$ cat config.mk
export PLATFORM = sky130hd
export DESIGN_NAME = rtcp_port
export DESIGN_NICKNAME = d
export VERILOG_FILES = /design/src/verilog/rtcp_pkg.sv /design/src/verilog/rtcp_port.sv
export SDC_FILE = /design/constraint.sdc
export NUM_CORES = 1
export LEC_CHECK = 0
export BUFFER_PORTS_ARGS = -buffer_cell sky130_fd_sc_hd__buf_4
export CAP_MARGIN = 20
export CORE_UTILIZATION = 45
export CTS_CLUSTER_DIAMETER = 200
export DETAILED_ROUTE_END_ITERATION = 10
export GPL_ROUTABILITY_DRIVEN = 0
export PLACE_DENSITY = 0.89
export SYNTH_ARGS = -nofsm -noshare
export SYNTH_HDL_FRONTEND = slang
export SYNTH_SLANG_ARGS = --single-unit
$ cat constraint.sdc
create_clock -name core_clk -period 2.4 [get_ports core_clk]
set_input_delay 0.48 -clock core_clk [delete_from_list [all_inputs] [get_ports core_clk]]
set_output_delay 0.48 -clock core_clk [all_outputs]
set_load 0.02 [all_outputs]
$ cat src/verilog/rtcp_pkg.sv
// shared types and constants for the multiplexed host port
package rtcp_pkg;

  // ---------------------------------------------------------------
  // widths and values after reset
  // ---------------------------------------------------------------
  localparam int RTCP_BUS_W = 8;
  localparam logic RTCP_RST_PWR_N = 1'b1;
  localparam logic RTCP_RST_STROBE_N = 1'b1;
  localparam logic RTCP_RST_ALE = 1'b0;
  localparam logic [RTCP_BUS_W-1:0] RTCP_RST_BYTE = 8'h00;

  // ---------------------------------------------------------------
  // bus phase, one-hot
  // ---------------------------------------------------------------
  typedef enum logic [2:0] {
    RTCP_IDLE  = 3'b001,
    RTCP_READ  = 3'b010,
    RTCP_WRITE = 3'b100
  } rtcp_phase_t;

  // ---------------------------------------------------------------
  // host strobes sampled together
  // ---------------------------------------------------------------
  typedef struct packed {
    logic chip_select_n;
    logic addr_strobe;
    logic read_strobe_n;
    logic write_strobe_n;
  } rtcp_strobe_t;

  // ---------------------------------------------------------------
  // supply and power-control inputs
  // ---------------------------------------------------------------
  typedef struct packed {
    logic main_supply_ok;
    logic aux_battery_enable;
    logic aux_battery_supply;
    logic power_sw_on;
  } rtcp_power_t;

  // ---------------------------------------------------------------
  // complete module state
  // ---------------------------------------------------------------
  typedef struct packed {
    rtcp_phase_t phase;
    rtcp_strobe_t strobe_prev;
    logic kickstart_prev;
    logic [RTCP_BUS_W-1:0] addr;
    logic [RTCP_BUS_W-1:0] wdata;
    logic reg_wr_pulse;
    logic [RTCP_BUS_W-1:0] bus_out;
    logic bus_oe;
    logic irq_oe;
    logic power_on_request_n;
    logic kickstart_irq;
  } rtcp_state_t;

endpackage

$ cat src/verilog/rtcp_port.sv
// multiplexed host bus port with power-on and interrupt request pins
// Function
// no main supply: power on by kickstart/wake
// main supply: power level follows software bit
// no main supply: kickstart fall requests power
// software sets aux enable, aux supply present
// main supply: kickstart becomes interrupt source
// host asserts chip select for register access
// host holds chip select through strobes
// address latched without select, no data
// address captured on address strobe fall
// write strobe with select writes register
// drive bus only during read with select
// interrupt low while enabled flag set
// software clears enabled flags to release
// interrupt pin undriven when nothing pending
// interrupt pin open drain, pulls low only
// address first, data second, same lines
// drive eight data bits during read
// release bus when read strobe rises
// host keeps write data stable late
// address held until next strobe fall
`timescale 1ns/1ps

module rtcp_port #(
  parameter int FLAG_W = 8
) (
  input wire logic core_clk,
  input wire logic rst_n,
  input wire logic clk_en,
  input wire logic chip_select_n,
  input wire logic addr_strobe,
  input wire logic read_strobe_n,
  input wire logic write_strobe_n,
  input wire logic [rtcp_pkg::RTCP_BUS_W-1:0] muxed_addr_data_bus_in,
  output logic [rtcp_pkg::RTCP_BUS_W-1:0] muxed_addr_data_bus_out,
  output logic muxed_addr_data_bus_oe,
  input wire logic irq_request_in,
  output logic irq_request_out,
  output logic irq_request_oe,
  input wire logic [FLAG_W-1:0] irq_flags,
  input wire logic [FLAG_W-1:0] irq_enables,
  input wire logic kickstart_n,
  input wire logic wake_alarm,
  input wire logic main_supply_ok,
  input wire logic aux_battery_enable,
  input wire logic aux_battery_supply,
  input wire logic power_sw_on,
  output logic power_on_request_n,
  output logic kickstart_irq,
  output logic [rtcp_pkg::RTCP_BUS_W-1:0] reg_addr,
  output logic [rtcp_pkg::RTCP_BUS_W-1:0] reg_wdata,
  output logic reg_wr_pulse,
  input wire logic [rtcp_pkg::RTCP_BUS_W-1:0] reg_rdata
);

  // ---------------------------------------------------------------
  // helpers
  // ---------------------------------------------------------------
  function automatic logic fell(input logic prev, input logic now);
    fell = prev & ~now;
  endfunction

  function automatic logic rose(input logic prev, input logic now);
    rose = ~prev & now;
  endfunction

  // ---------------------------------------------------------------
  // input grouping
  // ---------------------------------------------------------------
  rtcp_pkg::rtcp_strobe_t strobe;
  rtcp_pkg::rtcp_power_t power;
  rtcp_pkg::rtcp_state_t st;
  rtcp_pkg::rtcp_state_t next_st;
  logic sel;
  logic aux_ok;
  logic ks_fall;
  logic irq_pending;

  always_comb
  begin
    strobe.chip_select_n = chip_select_n;
    strobe.addr_strobe = addr_strobe;
    strobe.read_strobe_n = read_strobe_n;
    strobe.write_strobe_n = write_strobe_n;
    power.main_supply_ok = main_supply_ok;
    power.aux_battery_enable = aux_battery_enable;
    power.aux_battery_supply = aux_battery_supply;
    power.power_sw_on = power_sw_on;
  end

  // without select no data moves at all
  assign sel = ~strobe.chip_select_n;
  // backup path usable only with enable bit and supply present
  assign aux_ok = power.aux_battery_enable & power.aux_battery_supply;
  assign ks_fall = fell(st.kickstart_prev, kickstart_n);
  assign irq_pending = |(irq_flags & irq_enables);

  // ---------------------------------------------------------------
  // next state
  // ---------------------------------------------------------------
  always_comb
  begin
    next_st = st;
    next_st.strobe_prev = strobe;
    next_st.kickstart_prev = kickstart_n;
    next_st.reg_wr_pulse = 1'b0;
    next_st.kickstart_irq = 1'b0;

    // address latched on strobe fall, select not needed
    if (fell(st.strobe_prev.addr_strobe, strobe.addr_strobe))
    begin
      next_st.addr = muxed_addr_data_bus_in;
    end
    // otherwise the latched address stands for all strobes R20

    case (st.phase)
      rtcp_pkg::RTCP_IDLE:
      begin
        if (sel && !strobe.read_strobe_n)
        begin
          next_st.phase = rtcp_pkg::RTCP_READ;
        end
        else if (sel && !strobe.write_strobe_n)
        begin
          next_st.phase = rtcp_pkg::RTCP_WRITE;
          next_st.wdata = muxed_addr_data_bus_in;
        end
      end
      rtcp_pkg::RTCP_READ:
      begin
        // select dropped mid-strobe also ends the drive
        if (strobe.read_strobe_n || !sel)
        begin
          next_st.phase = rtcp_pkg::RTCP_IDLE;
        end
      end
      rtcp_pkg::RTCP_WRITE:
      begin
        if (!strobe.write_strobe_n && sel)
        begin
          // keep the latest byte, the late part of the pulse wins
          next_st.wdata = muxed_addr_data_bus_in;
        end
        else
        begin
          next_st.phase = rtcp_pkg::RTCP_IDLE;
          next_st.reg_wr_pulse = 1'b1;
        end
      end
      default:
      begin
        next_st.phase = rtcp_pkg::RTCP_IDLE;
      end
    endcase

    // drivers on only while read and select both low
    next_st.bus_oe = (next_st.phase == rtcp_pkg::RTCP_READ);
    if (next_st.phase == rtcp_pkg::RTCP_READ)
    begin
      next_st.bus_out = reg_rdata;
    end

    // open-drain request, only ever pulls low
    next_st.irq_oe = irq_pending;

    // power-on request
    if (power.main_supply_ok)
    begin
      next_st.power_on_request_n = ~power.power_sw_on;
      next_st.kickstart_irq = ks_fall;
    end
    else if (aux_ok && (ks_fall || wake_alarm))
    begin
      next_st.power_on_request_n = 1'b0;
    end
  end

  // ---------------------------------------------------------------
  // state register
  // ---------------------------------------------------------------
  always_ff @(posedge core_clk or negedge rst_n)
  begin
    if (!rst_n)
    begin
      st.phase <= rtcp_pkg::RTCP_IDLE;
      st.strobe_prev.chip_select_n <= rtcp_pkg::RTCP_RST_STROBE_N;
      st.strobe_prev.addr_strobe <= rtcp_pkg::RTCP_RST_ALE;
      st.strobe_prev.read_strobe_n <= rtcp_pkg::RTCP_RST_STROBE_N;
      st.strobe_prev.write_strobe_n <= rtcp_pkg::RTCP_RST_STROBE_N;
      st.kickstart_prev <= rtcp_pkg::RTCP_RST_STROBE_N;
      st.addr <= rtcp_pkg::RTCP_RST_BYTE;
      st.wdata <= rtcp_pkg::RTCP_RST_BYTE;
      st.reg_wr_pulse <= 1'b0;
      st.bus_out <= rtcp_pkg::RTCP_RST_BYTE;
      st.bus_oe <= 1'b0;
      st.irq_oe <= 1'b0;
      st.power_on_request_n <= rtcp_pkg::RTCP_RST_PWR_N;
      st.kickstart_irq <= 1'b0;
    end
    else if (clk_en)
    begin
      st <= next_st;
    end
  end

  // ---------------------------------------------------------------
  // outputs, all from flip-flops except irq_request_out, tied low
  // ---------------------------------------------------------------
  assign muxed_addr_data_bus_out = st.bus_out;
  assign muxed_addr_data_bus_oe = st.bus_oe;
  assign irq_request_out = 1'b0;
  assign irq_request_oe = st.irq_oe;
  assign power_on_request_n = st.power_on_request_n;
  assign kickstart_irq = st.kickstart_irq;
  assign reg_addr = st.addr;
  assign reg_wdata = st.wdata;
  assign reg_wr_pulse = st.reg_wr_pulse;

endmodule

==> metrics <==
status finished, final reports clean; Tot Pwr around 1.8 mW; Num CTS Buffers 5; port bufs 73; Global Route Usage Sum about 17%; post-layout instance area between 0.002 and 0.0025 sq mm; Vias 1114; global-route wire length before repair approximately 4600 microns; Clock Path Buffers 2; Post-CTS Setup Inserts 0; Max-cap violations 0; commonest non-fill, non-tap cell in the layout buf_4; number of synthesized register bits 34; Final Hold Fails 0; min Tclk post-route around 1.7 ns; core outline area roughly 0.0034 sq mm; Remaining DRCs 0; # setup viols final 0; die area ~0.0038 sq mm; post-route clock period utilization a little over two thirds; Worst VDD drop about 0.69 mV; Cells after DPL 218; relative slew slack around 65%; FMAX just under 600 MHz; Nets roughly 230; crit end category register; Die Span Y 61.6 microns; WL final about 3000 microns; clock-pin slew on the worst setup and hold paths about 0.1 ns; TNS Setup 0 ns; sequential fraction of the synthesis area roughly 53%; largest net degree at the start of global routing 35; Setup Slack @ Placement approximately 0.55 ns; Reg-to-Reg Start st[34]; share of cells above drive strength 1 between 60% and 70%; unrepaired setup endpoints after global routing no; Routed Antenna Nets 0; worst-path maximum fanout 9; crit start category register; FF-to-FF path depth 3; Non-Filler Instances ~230; Post-DP HPWL 2390 microns; Clock Sinks 34; Leak about 1 nW; gr ovfl total 0; final hold slack 0.0744 ns; crit path from st[34]; most frequent cells in the layout buf_4, dfrtp_1, mux2_2; Area Overhead vs Synth 29.3%; later-pin clock latency in the skew report 0.32 ns; DR pass1 iterations 4; H-tree levels 2; post-route setup slack slightly above 0.7 ns; vias in the first global route approximately 1200; clock skew approximately 0.0048 ns; Worst EP arrival 1.89 ns; Distinct cells, synth 28; Post-Route Utilization 61.4%; Yosys Warn Count 0; area of the mapped netlist roughly 0.0016 sq mm; Syn Inst Count roughly 130; I/O pin count 76; fill cell count approximately 270; CTS resizes 0; Required @ worst endpoint between 2 and 3 ns; antenna cells 0; Die Width 61.6 microns; Max Slew Vio Count 0; dpl cell area roughly 0.002 sq mm; Root Driver clkbuf_4; vias per cell 4.93; row cnt 21; Initial Util between 40% and 50%; Hold Buf Count CTS 0; starting DRC count in detailed routing 24; Routed wire per std cell about 13 microns; slew at the pin closest to its max-slew limit ~0.53 ns; hold crit path type in2async; TritonCTS clock tree done; Synth Area per Inst approximately 13 sq um; PD cells between 800 and 900 mW/mm^2; Setup CP Type reg2reg; Synthesized Nets about 170; initial antenna violation count 0
-- worst max-delay path: stages, from the launching register on --
cell and delay [ns]:
dfstp_2 0.61, nor2_1 0.09, o211ai_2 0.46, mux2_2 0.40
-- cells by family after synthesis --
| family | after synthesis | synth area share [%] |
|---|---|---|
| other | 1 | 0.235 |
| AND/OR/NAND/NOR | 13 | 5.01 |
| multiplexers | 26 | 18.3 |
| XOR/XNOR | 2 | 1.10 |
| AO/OA/AOI/OAI | 18 | 8.07 |
| flip-flops | 34 | 53.5 |
| buffers and inverters | 33 | 13.8 |
-- synthesized netlist by cell type --
cell type	instances	share of area (%)
dfrtp_1	31	49
mux2_2	26	18
buf_4	25	12
o21ai_0	6	1.9
inv_1	5	1.2
dfstp_2	3	4.9
nand2_1	3	0.70
nor2_1	3	0.70
a21oi_1	2	0.63
a221oi_1	2	1.1
a22o_1	2	1.1
nand3b_1	2	0.94
nor2b_1	2	0.78
a31o_2	1	0.55
a31oi_1	1	0.39
buf_2	1	0.31
clkbuf_1	1	0.23
clkbuf_2	1	0.31
conb_1	1	0.23
nand3_1	1	0.31
nand4b_2	1	0.94
nor3_2	1	0.63
o2111ai_1	1	0.55
o211a_1	1	0.63
o211ai_2	1	0.78
o31ai_1	1	0.47
xnor2_1	1	0.55
xor2_1	1	0.55
-- cell type report --
| cell class | count | area (sq um) | share of cell area [%] |
|---|---|---|---|
| Multi-Input combinational cell | 60 | 523 | 25.3 |
| Tap cell | 46 | 57.6 | 2.79 |
| Clock buffer | 6 | 51.3 | 2.48 |
| Timing Repair Buffer | 73 | 548 | 26.5 |
| Sequential cell | 34 | 855 | 41.4 |
| Clock inverter | 2 | 12.5 | 0.606 |
| Inverter | 5 | 18.8 | 0.909 |
-- registers in the layout (all words and copies together) (netlist names) --
signal                   flops
kickstart_irq                1
muxed_addr_data_bus_oe       1
reg_addr                     8
reg_wdata                    8
muxed_addr_data_bus_out      8
reg_wr_pulse                 1
st                           5
power_on_request_n           1
irq_request_oe               1
-- worst paths after layout --
| kind | slack, ns | to |
|---|---|---|
| max | 0.72 | reg_wdata[2] |
| min reg2reg | 0.50 | power_on_request_n |
| max in group asynchronous | 1.99 | st[34] |
| min in group core_clk | 0.31 | power_on_request_n |
| max reg2reg | 0.72 | reg_wdata[2] |
| min | 0.07 | muxed_addr_data_bus_out[5] |
-- metal layers --
metal  wire length [microns]  vias up  track usage [%]
met5                       0        -                0
met4                      44        0             8.57
met3                     240        5             5.46
met2                    1570       60             31.2
met1                    1140      532             17.4
li1                        -      517                -
-- power by group --
group          switching, mW  leakage, nW  internal, mW  total [mW]
Combinational          0.332        0.560         0.353       0.685
Clock                  0.185       0.0343         0.141       0.325
Sequential            0.0873        0.406         0.732       0.819
Total                  0.604         1.00          1.23        1.83
Note: power is estimated with default switching activity, not from simulation.
